--- src/wwcm_defines.svh ---
`ifndef WWCM_DEFINES_SVH
`define WWCM_DEFINES_SVH

// service register field positions
`define WWCM_SEL_HI 7
`define WWCM_SEL_LO 6
`define WWCM_KEY_HI 5
`define WWCM_KEY_LO 1
`define WWCM_CME_BIT 0

// service register values
`define WWCM_KEY 5'h0C
`define WWCM_KEY_READ 5'h00
`define WWCM_SEL_RST 2'h3
`define WWCM_CME_RST 1'b1

// window limits in idle timer clocks
`define WWCM_LOWER_LIM 17'h00800
`define WWCM_UPPER_BASE 17'h02000
`define WWCM_CNT_ZERO 17'h00000
`define WWCM_CNT_ONE 17'h00001

// fault release delay (24 cycles, inside 16 to 32)
`define WWCM_REL_CNT 6'h18
`define WWCM_REL_ZERO 6'h00
`define WWCM_REL_ONE 6'h01

// clock monitor slow limit: 1000 us, between 200 us (5 kHz) and 100 ms (10 Hz)
`define WWCM_CM_LIMIT_US 1000
`define WWCM_CLK_MHZ 125

`endif

--- src/wwcm_pkg.sv ---
package wwcm_pkg;

  // gray coded along run, fault, hold, release
  typedef enum logic [1:0] {
    wwcm_st_run = 2'b00,
    wwcm_st_fault = 2'b01,
    wwcm_st_hold = 2'b11,
    wwcm_st_wait_high = 2'b10
  } wwcm_state_t;

endpackage : wwcm_pkg

--- src/wwcm_top.sv ---
`timescale 1ns/10ps
`include "wwcm_defines.svh"
// Operation
// window select codes 0..3 give upper limit 8k,16k,32k,64k; lower limit 2048
// during reset both detectors are held inactive and raise no error
// after reset window select is 11 (65536) and clock monitor enabled
// only first key-matching write loads window select and monitor enable until reset
// later writes must match window, key and monitor bits; mismatch is an error
// no valid service before the upper limit raises a watchdog error
// a service before the lower limit since last restart is an error
// entering boot rom suppresses lower check and services immediately
// returning from boot rom services and re-enables the lower check; the code keeps it off until the first user service after return
// on error drive fault low, hold 16-32 cycles after pin sensed low, release
// the window restarts when the fault pin returns high after an error pulse
// service writes while fault output is active are ignored
// enabled clock monitor holds fault low while clock slow, releases 16-32 cycles after
// monitor never flags above 5 kHz, always flags below 10 Hz or stopped clock
// reads of the service register return zeros in the key field
// watchdog detector is suspended during halt and idle
// clock monitor stays active during halt and idle
// on halt exit the window restarts at its selected value
// on idle exit a hardware service restarts the window with its lower limit
// first service after reset is accepted anywhere, even inside the first 2048
// watchdog and fault pin active only while the option bit reads 0
// service register: select bits 7:6, key bits 5:1, monitor enable bit 0
// sensed fault pin level is synchronised before use
module wwcm_top
  import wwcm_pkg::*;
#(
  parameter int CM_W = 17,
  parameter int CM_LIMIT_CYC = `WWCM_CM_LIMIT_US * `WWCM_CLK_MHZ
) (
  input wire logic ref_clk,
  input wire logic rstn,
  input wire logic option_wd_disable,
  input wire logic idle_timer_tick,
  input wire logic instr_clk_tick,
  input wire logic svc_wr,
  input wire logic [7:0] svc_wdata,
  output logic [7:0] svc_rdata,
  input wire logic boot_rom_enter,
  input wire logic boot_rom_exit,
  input wire logic halt_mode,
  input wire logic idle_mode,
  input wire logic fault_pin_in,
  output logic fault_out_n,
  output logic fault_oe
);

  localparam logic [CM_W-1:0] CM_LIMIT = CM_LIMIT_CYC[CM_W-1:0];
  localparam logic [CM_W-1:0] CM_ONE = {{(CM_W-1){1'b0}}, 1'b1};

  wwcm_state_t state;
  wwcm_state_t next_state;
  logic [1:0] win_sel;
  logic cm_en;
  logic first_done;
  logic lower_inhibit;
  logic in_boot;
  logic [16:0] win_cnt;
  logic [5:0] hold_cnt;
  logic [5:0] rec_cnt;
  logic [CM_W-1:0] cm_cnt;
  logic cm_drive;
  logic pin_s1;
  logic pin_s2;
  logic halt_d;
  logic idle_d;

  // decode
  wire wd_en = ~option_wd_disable;
  wire suspended = halt_mode | idle_mode;
  wire halt_exit = halt_d & ~halt_mode;
  wire idle_exit = idle_d & ~idle_mode;
  wire pin_low = ~pin_s2;
  wire fault_active = fault_oe | pin_low;
  wire [1:0] wr_sel = svc_wdata[`WWCM_SEL_HI:`WWCM_SEL_LO];
  wire [4:0] wr_key = svc_wdata[`WWCM_KEY_HI:`WWCM_KEY_LO];
  wire wr_cme = svc_wdata[`WWCM_CME_BIT];
  wire key_ok = (wr_key == `WWCM_KEY);
  wire full_ok = key_ok & (wr_sel == win_sel) & (wr_cme == cm_en);
  wire [16:0] upper_lim = `WWCM_UPPER_BASE << win_sel;
  wire too_early = first_done & ~lower_inhibit & (win_cnt < `WWCM_LOWER_LIM);
  wire svc_take = svc_wr & wd_en & ~fault_active & ~suspended & (state == wwcm_st_run);
  wire svc_good = svc_take & (first_done ? (full_ok & ~too_early) : key_ok);
  wire svc_bad = svc_take & ~svc_good;
  wire first_load = svc_take & ~first_done & key_ok;
  wire hw_service = boot_rom_enter | boot_rom_exit | idle_exit | halt_exit;
  wire expire = wd_en & (state == wwcm_st_run) & (win_cnt >= upper_lim);
  wire wd_error = svc_bad | expire;
  wire pin_back = (state == wwcm_st_wait_high) & ~pin_low;
  wire restart = svc_good | hw_service | pin_back;
  wire win_step = idle_timer_tick & ~suspended & (win_cnt < upper_lim);
  wire hold_done = (hold_cnt == `WWCM_REL_CNT);
  wire cm_act = wd_en & cm_en;
  wire cm_slow = (cm_cnt == CM_LIMIT);
  wire rec_done = (rec_cnt == `WWCM_REL_CNT);
  wire next_drive = wd_en & ((next_state == wwcm_st_fault) | (next_state == wwcm_st_hold) | cm_drive);

  // watchdog fault sequence
  always_comb begin
    next_state = state;
    unique case (state)
      wwcm_st_run: begin
        if (wd_error) begin
          next_state = wwcm_st_fault;
        end
      end
      wwcm_st_fault: begin
        if (pin_low) begin
          next_state = wwcm_st_hold;
        end
      end
      wwcm_st_hold: begin
        if (hold_done) begin
          next_state = wwcm_st_wait_high;
        end
      end
      wwcm_st_wait_high: begin
        if (~pin_low) begin
          next_state = wwcm_st_run;
        end
      end
    endcase
    if (!wd_en) begin
      next_state = wwcm_st_run;
    end
  end

  always_ff @(posedge ref_clk or negedge rstn) begin
    if (!rstn) begin
      state <= wwcm_st_run;
    end else begin
      state <= next_state;
    end
  end

  // pin synchroniser
  always_ff @(posedge ref_clk or negedge rstn) begin
    if (!rstn) begin
      pin_s1 <= 1'b1;
      pin_s2 <= 1'b1;
    end else begin
      pin_s1 <= fault_pin_in;
      pin_s2 <= pin_s1;
    end
  end

  // low power mode edges
  always_ff @(posedge ref_clk or negedge rstn) begin
    if (!rstn) begin
      halt_d <= 1'b0;
      idle_d <= 1'b0;
    end else begin
      halt_d <= halt_mode;
      idle_d <= idle_mode;
    end
  end

  // configuration held from the first valid write
  always_ff @(posedge ref_clk or negedge rstn) begin
    if (!rstn) begin
      win_sel <= `WWCM_SEL_RST;
      cm_en <= `WWCM_CME_RST;
      first_done <= 1'b0;
    end else if (first_load) begin
      win_sel <= wr_sel;
      cm_en <= wr_cme;
      first_done <= 1'b1;
    end
  end

  // boot rom lower window inhibit
  // first user service after return to flash may come anytime
  always_ff @(posedge ref_clk or negedge rstn) begin
    if (!rstn) begin
      lower_inhibit <= 1'b0;
      in_boot <= 1'b0;
    end else if (boot_rom_enter) begin
      lower_inhibit <= 1'b1;
      in_boot <= 1'b1;
    end else if (boot_rom_exit) begin
      lower_inhibit <= 1'b1;
      in_boot <= 1'b0;
    end else if (svc_good && !in_boot) begin
      lower_inhibit <= 1'b0;
    end
  end

  // window counter in idle timer clocks
  always_ff @(posedge ref_clk or negedge rstn) begin
    if (!rstn) begin
      win_cnt <= `WWCM_CNT_ZERO;
    end else if (!wd_en || restart || state != wwcm_st_run) begin
      win_cnt <= `WWCM_CNT_ZERO;
    end else if (win_step) begin
      win_cnt <= win_cnt + `WWCM_CNT_ONE;
    end
  end

  // release delay after pin sensed low
  always_ff @(posedge ref_clk or negedge rstn) begin
    if (!rstn) begin
      hold_cnt <= `WWCM_REL_ZERO;
    end else if (state != wwcm_st_hold) begin
      hold_cnt <= `WWCM_REL_ZERO;
    end else if (!hold_done) begin
      hold_cnt <= hold_cnt + `WWCM_REL_ONE;
    end
  end

  // clock monitor: ref cycles since last instruction clock
  always_ff @(posedge ref_clk or negedge rstn) begin
    if (!rstn) begin
      cm_cnt <= '0;
    end else if (instr_clk_tick) begin
      cm_cnt <= '0;
    end else if (!cm_slow) begin
      cm_cnt <= cm_cnt + CM_ONE;
    end
  end

  always_ff @(posedge ref_clk or negedge rstn) begin
    if (!rstn) begin
      rec_cnt <= `WWCM_REL_ZERO;
    end else if (cm_slow || !cm_drive) begin
      rec_cnt <= `WWCM_REL_ZERO;
    end else if (instr_clk_tick && !rec_done) begin
      rec_cnt <= rec_cnt + `WWCM_REL_ONE;
    end
  end

  always_ff @(posedge ref_clk or negedge rstn) begin
    if (!rstn) begin
      cm_drive <= 1'b0;
    end else if (!cm_act) begin
      cm_drive <= 1'b0;
    end else if (cm_slow) begin
      cm_drive <= 1'b1;
    end else if (rec_done) begin
      cm_drive <= 1'b0;
    end
  end

  // pin and read data outputs
  always_ff @(posedge ref_clk or negedge rstn) begin
    if (!rstn) begin
      fault_oe <= 1'b0;
      fault_out_n <= 1'b1;
    end else begin
      fault_oe <= next_drive;
      fault_out_n <= ~next_drive;
    end
  end

  always_ff @(posedge ref_clk or negedge rstn) begin
    if (!rstn) begin
      svc_rdata <= {`WWCM_SEL_RST, `WWCM_KEY_READ, `WWCM_CME_RST};
    end else begin
      svc_rdata <= {win_sel, `WWCM_KEY_READ, cm_en};
    end
  end

  // checks
  property p_key_hidden;
    @(posedge ref_clk) disable iff (!rstn)
    svc_rdata[`WWCM_KEY_HI:`WWCM_KEY_LO] == `WWCM_KEY_READ;
  endproperty
  a_key_hidden: assert property (p_key_hidden) else $error("key field not zero on read");

  property p_bad_service;
    @(posedge ref_clk) disable iff (!rstn)
    svc_bad |-> ##1 fault_oe && !fault_out_n;
  endproperty
  a_bad_service: assert property (p_bad_service) else $error("bad service did not drive fault");

  property p_expire;
    @(posedge ref_clk) disable iff (!rstn)
    expire |=> state == wwcm_st_fault;
  endproperty
  a_expire: assert property (p_expire) else $error("upper limit did not raise error");

  property p_early;
    @(posedge ref_clk) disable iff (!rstn)
    svc_take && first_done && !lower_inhibit && win_cnt < `WWCM_LOWER_LIM |=> state == wwcm_st_fault;
  endproperty
  a_early: assert property (p_early) else $error("early service not flagged");

  property p_ignore;
    @(posedge ref_clk) disable iff (!rstn)
    svc_wr && fault_oe && state == wwcm_st_run && !hw_service && !wd_en == 1'b0 && !expire
      && win_cnt > `WWCM_CNT_ZERO |=> state == wwcm_st_run && win_cnt != `WWCM_CNT_ZERO;
  endproperty
  a_ignore: assert property (p_ignore) else $error("write during active fault not ignored");

  property p_hold_len;
    @(posedge ref_clk) disable iff (!rstn)
    state == wwcm_st_wait_high && $past(state) == wwcm_st_hold |-> $past(hold_cnt) == `WWCM_REL_CNT;
  endproperty
  a_hold_len: assert property (p_hold_len) else $error("release delay wrong");

  property p_first;
    @(posedge ref_clk) disable iff (!rstn)
    first_load |=> first_done && win_sel == $past(wr_sel) && win_cnt == `WWCM_CNT_ZERO;
  endproperty
  a_first: assert property (p_first) else $error("first service not accepted");

  property p_suspend;
    @(posedge ref_clk) disable iff (!rstn)
    suspended && wd_en && state == wwcm_st_run && !restart |=> win_cnt == $past(win_cnt);
  endproperty
  a_suspend: assert property (p_suspend) else $error("window counted while suspended");

  property p_cm_slow;
    @(posedge ref_clk) disable iff (!rstn)
    cm_act && cm_slow |-> ##[1:2] fault_oe;
  endproperty
  a_cm_slow: assert property (p_cm_slow) else $error("slow clock not flagged");

  property p_boot;
    @(posedge ref_clk) disable iff (!rstn)
    boot_rom_enter && wd_en && state == wwcm_st_run |=> lower_inhibit && win_cnt == `WWCM_CNT_ZERO;
  endproperty
  a_boot: assert property (p_boot) else $error("boot entry did not service");

  property p_disabled;
    @(posedge ref_clk) disable iff (!rstn)
    !wd_en |=> !fault_oe && fault_out_n;
  endproperty
  a_disabled: assert property (p_disabled) else $error("fault driven while disabled");

  property p_pin_back;
    @(posedge ref_clk) disable iff (!rstn)
    pin_back |=> state == wwcm_st_run && win_cnt == `WWCM_CNT_ZERO;
  endproperty
  a_pin_back: assert property (p_pin_back) else $error("window not restarted after fault pulse");

  property p_boot_exit;
    @(posedge ref_clk) disable iff (!rstn)
    boot_rom_exit && !boot_rom_enter && wd_en && state == wwcm_st_run |=> lower_inhibit && !in_boot
      && win_cnt == `WWCM_CNT_ZERO;
  endproperty
  a_boot_exit: assert property (p_boot_exit) else $error("boot return did not service");

  property p_idle_exit;
    @(posedge ref_clk) disable iff (!rstn)
    idle_exit && wd_en && state == wwcm_st_run |=> win_cnt == `WWCM_CNT_ZERO;
  endproperty
  a_idle_exit: assert property (p_idle_exit) else $error("idle exit did not service");

endmodule : wwcm_top

--- config.mk ---
export PLATFORM = sky130hd
export DESIGN_NAME = wwcm_top
export DESIGN_NICKNAME = d
export VERILOG_FILES = /design/src/wwcm_pkg.sv /design/src/wwcm_top.sv
export VERILOG_INCLUDE_DIRS = /design/src
export SDC_FILE = /design/constraint.sdc
export NUM_CORES = 1
export LEC_CHECK = 0
export ABC_AREA = 1
export BUFFER_PORTS_ARGS = -buffer_cell sky130_fd_sc_hd__buf_4
export CAP_MARGIN = 10
export CORE_AREA = 2 2 64 111
export DETAILED_ROUTE_END_ITERATION = 6
export DIE_AREA = 0 0 66 113
export PLACE_DENSITY = 0.7
export RECOVER_POWER = 50
export REMOVE_ABC_BUFFERS = 1
export SLEW_MARGIN = 40
export SYNTH_ARGS = -nofsm -noshare
export SYNTH_HDL_FRONTEND = slang
export SYNTH_SLANG_ARGS = --single-unit
--- constraint.sdc ---
create_clock -name ref_clk -period 5.79 [get_ports ref_clk]
set_clock_uncertainty 0.15 [all_clocks]
set_input_delay 1.737 -clock ref_clk [delete_from_list [all_inputs] [get_ports ref_clk]]
set_output_delay 1.737 -clock ref_clk [all_outputs]
set_load 0.1 [all_outputs]
==> results by group, run 1 <==
CTS
  – CTS buffer count: 9
  – Post-cts resize count: 0
  – CTS tree: yes
  – Clk_lat worst skew: roughly 0.33 ns
  – Maximum clock path buffer count: 2
  – Hold buffers post-CTS: 0
  – Setup bufs post-CTS: 0
  – Worst-path clk slew: 0.05 ns
  – Clock sink count: 64
  – Root buf cell: clkbuf_16
  – H-tree depth: 3

Critical path
  – Reg-to-reg setup timing slack: 3.46 ns
  – Worst path cell trace: buf_4
  – Crit-path max cell delay: about 0.52 ns
  – Crit path buf inv count: 1
  – Arr. time, crit path: 1.13 ns
  – Crit-path slowest cell: dfstp_2
  – Critical Path RT: 3.90 ns
  – Type of origin of the critical path: flop
  – Worst Path Max Fanout: 1
  – Crit path launch: fault_out_n
  – Worst Path Class, Setup: flop to primary output
  – Crit. End Element: primary output
  – FF-to-FF Start: win_sel[0]
  – Crit path max-delay family: flip-flops

STA
  – RSZ-0062 raised after global routing: false
  – Fin crit share: 52.0%
  – Tightest Pin Transition: about 0.57 ns
  – Worst slew margin: 62.1%
  – Clock period minus worst slack: 3.01 ns
  – Slew Viols, Final: 0
  – Final setup violation count: 0
  – Fmax: roughly 330 MHz
  – Final hold violation count: 0
  – Final TNS setup: 0 ns

Final layout
  – Non-Filler Instances: 551
  – Layout cells sized above 1: 13.6%
  – Fin area: around 0.0040 sq mm
  – Multi-input combinational cell area: 0.00160 sq mm
  – Net count, final: about 500
  – ANT cells: 0
  – FF/Latch Area: roughly 0.0016 sq mm
  – Fillers: 614
  – Area Growth Syn to Fin: 14.4%
  – Final Core Density: 61.5%

Synthesis
  – Top_reg_cell synth: dfrtp_1
  – Main area contributors after synthesis: dfrtp_1, nand2_1, dfstp_2
  – Mean Syn Cell Area: roughly 8 sq um
  – Sequential-to-total area share from yosys stat: roughly 46%
  – Ys Warns: 0
  – Post-synth EDFFs: 0
  – Ys async rst share: between 90% and 100%
  – Netlist cell types: 41
  – Post-synth top area share: 39.1%
  – FF+latch count, synth: 64
  – Post-Syn Area: 0.00352 sq mm
  – Post-synthesis instance total: 436
  – Yosys top cell by area: dfrtp_1

Die
  – Die area: 0.00746 sq mm
  – Die Y: roughly 110 um
  – Core Footprint: 0.00654 sq mm
  – Die width: 66 um
  – I/O pins: 29
  – Starting Density: about 54%
  – Row cnt: 39

Placed design
  – GP Congestion: between 0.8 and 0.9
  – Placement-stage cell area: 0.00374 sq mm
  – Port Buf Inserts: 23
  – DP Cell Count: 535
  – Dpl hpwl: 5.05 mm

Global route
  – Grt total ovfl: 0
  – Largest net degree at the start of global routing: 65
  – All-Layer GR Usage: 20.9%
  – Initial antenna violation count: 0
  – First-pass GRT wire length: 12.0 mm
  – Vias in the first global route: 2,819

Routing
  – Wire per inst: around 13 um
  – Routed Antenna Nets: 0
  – DR DRC count: 0
  – Via/cell ratio: 5.03
  – First drt pass iteration count: 4
  – Final WL: 6.90 mm
  – DRT iter0 DRCs: 99
  – Vias after detailed routing: 2,773

Power
  – Peak VDD IR: 0.206 mV
  – Power density over cell area: 268 mW/mm^2
  – Leak Pwr: between 0.0015 and 0.002 uW

Worst hold path
  – Hold wc startpoint: pin_s1
  – Hold Crit Class: flop to flop

Run status
  – Status: finished, final reports clean

Run
  – Max Cap Violations: 0
[cell type report]
class | count | share of cell area, %
clock inverter | 3 | 0.995
multi-input combinational | 300 | 39.7
inverter | 66 | 6.16
sequential | 64 | 40.1
timing repair buffer | 23 | 4.01
tap | 82 | 2.55
clock buffer | 13 | 6.47
[metrics by stage]
step	setup WS [ns]	hold slack, ns	total power (uW)
floorplan	2.84	0.195	518
global placement	2.59	0.200	547
detailed placement	2.54	0.202	548
CTS	2.76	0.209	1090
global route	2.63	0.214	1110
finish	2.78	0.209	1080
[cells in the mapped netlist (7+ instances only)]
master / count
inv_1: 61
ha_1: 12
xor2_1: 14
nand4_1: 7
dfrtp_1: 55
nor2_1: 62
o21ai_0: 14
dfstp_2: 9
nor3_1: 7
nand3_1: 25
nand2_1: 87
a21oi_1: 17
[routing by layer]
metal / wire length, um / share of wire [%] / up-vias / GRT usage (%)
li1: - / - / 1434 / -
met1: 2900 / 42 / 1299 / 23.3
met2: 3700 / 54 / 30 / 37.2
met3: 184 / 2.7 / 10 / 4.17
met4: 115 / 1.7 / 0 / 10.1
met5: 0 / 0 / - / 0
[worst register-to-register path: cells and delay by family, from the launching register on]
family | cells | cell delay, ns
adder cells (fa/ha/maj) | 1 | 0.22
AO/OA/AOI/OAI | 1 | 0.13
AND/OR/NAND/NOR | 8 | 0.79
flip-flops | 1 | 0.60
buffers and inverters | 2 | 0.35
[layout by cell type (no fill, tap or decap), types with 2 or more instances in the layout]
master / synthesis / layout
nand3b_1: 3 / 3
clkbuf_1: 2 / 6
conb_1: 1 / 5
o31ai_1: 5 / 5
a211oi_1: 3 / 3
inv_1: 61 / 61
ha_1: 12 / 12
nand3_1: 25 / 25
nand4_1: 7 / 7
clkinv_2: 0 / 2
a31oi_1: 2 / 2
nor2_2: 4 / 4
nor3_1: 7 / 8
dfstp_2: 9 / 6
inv_2: 4 / 4
dfrtp_1: 55 / 55
nor2_4: 2 / 2
nor2_1: 62 / 62
nand3_2: 2 / 2
nand2_2: 6 / 6
clkbuf_16: 0 / 9
and3_1: 2 / 2
o21ai_0: 14 / 14
xor2_1: 14 / 14
nor3_2: 4 / 3
nand2_1: 87 / 87
o21ai_1: 2 / 2
buf_4: 5 / 17
dfstp_1: 0 / 3
clkbuf_8: 0 / 2
a21oi_1: 17 / 17
xnor2_1: 5 / 5
[registers in the layout, indices dropped and copies added (netlist names), 2 cells and up]
signal / cells
win_cnt: 17
svc_rdata: 3
win_sel: 2
hold_cnt: 6
state: 2
cm_cnt: 17
rec_cnt: 6
[worst paths after layout]
path                                     end  cells past startpoint
worst max-delay path             fault_out_n                      1
worst min-delay path                  pin_s2                      0
worst max register to register    win_cnt[3]                     12
worst min register to register        pin_s2                      0
max in group asynchronous       svc_rdata[0]                      1
min in group asynchronous         cm_cnt[16]                      1
[power by group]
part           switching [uW]  internal [uW]
clock                     185            355
sequential               5.31            456
combinational            58.8           18.5
[cell families (layout without fill, tap and decap cells)]
group,Yosys count,in the layout,synth area share [%]
DFF,64,64,45.9
buffers and inverters,76,105,8.93
other,1,5,0.107
adders and majority gates,12,12,4.27
xor gates and xnor gates,19,19,4.73
AOI/OAI and AO/OA,49,49,8.29
and+or+nand+nor,215,215,27.8
(Power assumes the default switching activity.)
==> run 2, diff against run 1 <==
--- a/config.mk
+++ b/config.mk
@@ -6,13 +6,13 @@
 export SDC_FILE = /design/constraint.sdc
 export NUM_CORES = 1
 export LEC_CHECK = 0
-export ABC_AREA = 1
+export ABC_AREA = 0
 export BUFFER_PORTS_ARGS = -buffer_cell sky130_fd_sc_hd__buf_4
 export CAP_MARGIN = 10
-export CORE_AREA = 2 2 64 111
+export CORE_AREA = 2 2 63 109
 export DETAILED_ROUTE_END_ITERATION = 6
-export DIE_AREA = 0 0 66 113
-export PLACE_DENSITY = 0.7
+export DIE_AREA = 0 0 65 111
+export PLACE_DENSITY = 0.71
 export RECOVER_POWER = 50
 export REMOVE_ABC_BUFFERS = 1
 export SLEW_MARGIN = 40
==> constraint.sdc (replaced) <==
create_clock -name ref_clk -period 2.5 [get_ports ref_clk]
set_clock_uncertainty 0.15 [all_clocks]
set_input_delay 0.75 -clock ref_clk [delete_from_list [all_inputs] [get_ports ref_clk]]
set_output_delay 0.75 -clock ref_clk [all_outputs]
set_load 0.1 [all_outputs]
==> results by group, run 2 <==
Placed design
  – GP Congestion: just over 0.8
  – Port Buf Inserts: 23
  – Placement-stage cell area: roughly 0.0036 sq mm
  – Dpl hpwl: 4.58 mm
  – Setup WS pre-CTS: ~0.12 ns

STA
  – Worst slew margin: -4.93%
  – Final TNS setup: 0 ns
  – Tightest Pin Transition: ~1.6 ns
  – Slew Viols, Final: 65
  – Fin crit share: 95.3%
  – Fmax: around 420 MHz
  – Clock period minus worst slack: 2.38 ns
  – Fin worst setup slack: 0.117 ns
  – Final setup violation count: 0
  – Worst hold margin: 0.209 ns
  – RSZ-0062 raised after global routing: false
  – Final hold violation count: 0

Critical path
  – R2R depth: 7
  – Worst path cell trace: or2_2 -> ha_1 -> o21ai_1 -> a22oi_4 -> or2_1 -> or3_1 -> a21oi_1
  – Crit. End Element: flop
  – Critical Path RT: around 2.6 ns
  – Crit path max-delay family: simple AND/OR/NAND/NOR gates
  – Type of origin of the critical path: flop
  – Crit path buf inv count: 0
  – Worst Path Class, Setup: flop to flop
  – Crit-path max cell delay: 0.40 ns
  – Crit-path slowest cell: dfstp_2
  – FF-to-FF Start: win_sel[0]
  – Arr. time, crit path: 2.49 ns
  – Worst Path Max Fanout: 7
  – Reg-to-reg setup timing slack: 0.12 ns
  – Worst R2R End: win_cnt[16]

CTS
  – Post-cts resize count: 0
  – CTS buffer count: 9
  – H-tree depth: 3
  – Clock sink count: 64
  – Maximum clock path buffer count: 2
  – CTS tree: yes
  – Setup bufs post-CTS: 0
  – Worst-path clk slew: 0.05 ns
  – Hold buffers post-CTS: 0
  – Root buf cell: clkbuf_16
  – Clk_lat worst skew: 0.33 ns

Global route
  – Initial antenna violation count: 0
  – Vias in the first global route: approximately 2,500
  – GR Util met1: 21.7%
  – Grt total ovfl: 0
  – Largest net degree at the start of global routing: between 60 and 70
  – First-pass GRT wire length: 11.3 mm
  – Grt met2 use: 37.0%
  – All-Layer GR Usage: 20.7%
  – Met3 usage: 5.79%
  – Grt peak-use layer: met2

Final layout
  – Largest regs: cm_cnt: 17 flops, win_cnt: 17 flops
  – ANT cells: 0
  – Multi-input combinational cell area: 0.00159 sq mm
  – Area Growth Syn to Fin: 18.0%
  – Fin area: approximately 0.0039 sq mm
  – Layout cells sized above 1: 19.9%
  – Commonest cells after routing, fill and taps aside: dfrtp_1, nor2_1, xnor2_1, buf_4, nand2_1
  – Most common cell after layout, fill and taps aside: dfrtp_1
  – FF/Latch Area: 0.00161 sq mm
  – Fillers: 513
  – Net count, final: 387

Power
  – P_sw: 535 uW
  – Peak VDD IR: 0.354 mV
  – Combinational power share: between 5 and 6%
  – Power density over cell area: 631 mW/mm^2
  – Clock share of power: 52.0%
  – P_int: 1930 uW
  – Leak Pwr: 0.00161 uW
  – Reg power frac: 42.8%
  – Total power: 2470 uW
  – Switch share: 21.7%

Die
  – I/O pins: 29
  – Die Y: about 110 um
  – Core Footprint: 0.00639 sq mm
  – Row cnt: 39
  – Die width: 65 um
  – Starting Density: 51.8%
  – Die area: 0.00722 sq mm

Synthesis
  – Netlist cell types: 54
  – Main area contributors after synthesis: dfrtp_1, dfstp_2, xnor2_1
  – Post-synth EDFFs: 0
  – Ys Warns: 0
  – Mean Syn Cell Area: 10.4 sq um
  – Post-synthesis instance total: 320
  – Yosys top cell by area: dfrtp_1
  – Sequential-to-total area share from yosys stat: just under 50%
  – Top_reg_cell synth: dfrtp_1
  – Post-Syn Area: about 0.0033 sq mm
  – FF+latch count, synth: 64
  – Synth top cells by count: dfrtp_1, nor2_1, xnor2_1
  – Leading cell type by number of instances after synthesis: dfrtp_1
  – Ys async rst share: 100%
  – Post-synth top area share: about two fifths

Run
  – Max Cap Violations: 1

Routing
  – DRT iter0 DRCs: 197
  – Vias after detailed routing: 2,400
  – Via/cell ratio: 5.42
  – First drt pass iteration count: 4
  – Routed Antenna Nets: 0
  – Wire per inst: 15.1 um
  – Final WL: between 6 and 7 mm
  – DR DRC count: 0

Worst hold path
  – Hold Crit Class: flop to flop
  – Worst Hold Depth: 0
  – Hold endpoint: pin_s2
  – Hold wc startpoint: pin_s1

Run status
  – Violated checks: capacitance limit, slew limit
  – Status: finished, violations left
==> run 2: kinds of logic (layout without fill, tap and decap cells) <==
family / count (synthesis) / in the layout / share of synthesized area, %
AND/OR/NAND/NOR: 140 / 140 / 23.9
flip-flops: 64 / 64 / 48.7
XOR/XNOR: 38 / 38 / 10.0
AO/OA/AOI/OAI: 31 / 31 / 6.49
buffers and inverters: 26 / 63 / 3.74
adder cells (fa/ha/maj): 13 / 13 / 4.83
multiplexers: 7 / 7 / 2.26
other: 1 / 5 / 0.113
==> run 2: layer usage <==
metal | routed length (um) | vias to the layer above
met4 | 140 | 0
met3 | 236 | 11
li1 | - | 1158
met1 | 2570 | 1194
met2 | 3750 | 37
met5 | 0 | -
==> run 2: worst max path at each step <==
stage                            startpoint          end  slack (ns)  depth (start not counted)
after floorplan                  win_sel[0]  win_cnt[16]        0.19                          7
after global placement    option_wd_disable   win_sel[1]        0.15                          6
after detailed placement         win_sel[0]  win_cnt[16]        0.12                          7
after CTS                        win_sel[0]  win_cnt[16]        0.10                          7
after global routing             win_sel[0]  win_cnt[16]        0.04                          7
final                            win_sel[0]  win_cnt[16]        0.12                          7
==> run 2: cell type report <==
cell class / instances / area share [%]
multi-input combinational: 234 / 40.7
timing repair buffer: 30 / 5.82
tap: 82 / 2.62
inverter: 17 / 1.63
clock buffer: 13 / 6.91
sequential: 64 / 41.2
clock inverter: 3 / 1.02
==> run 2: per-stage QoR <==
stage / cells / utilization [%]
final: 443 / 61.2
after global routing: 443 / 61.2
after CTS: 443 / 61.5
after detailed placement: 427 / 56.7
after global placement: 427 / 56.7
after floorplan: 315 / -
==> run 2: power by group through the flow <==
stage	combinational (uW)	sequential [uW]	clock, uW
final	128	1060	1280
after floorplan	62.6	1080	0
after CTS	135	1060	1310
after global placement	133	1070	0
after global routing	141	1060	1370
after detailed placement	133	1070	0
==> run 2: worst register-to-register path: cells and delay by family, from the launching register on <==
family | cells | cell delay, ns
flip-flops | 1 | 0.40
AND/OR/NAND/NOR | 3 | 0.96
adder cells (fa/ha/maj) | 1 | 0.27
AO/OA/AOI/OAI | 3 | 0.53
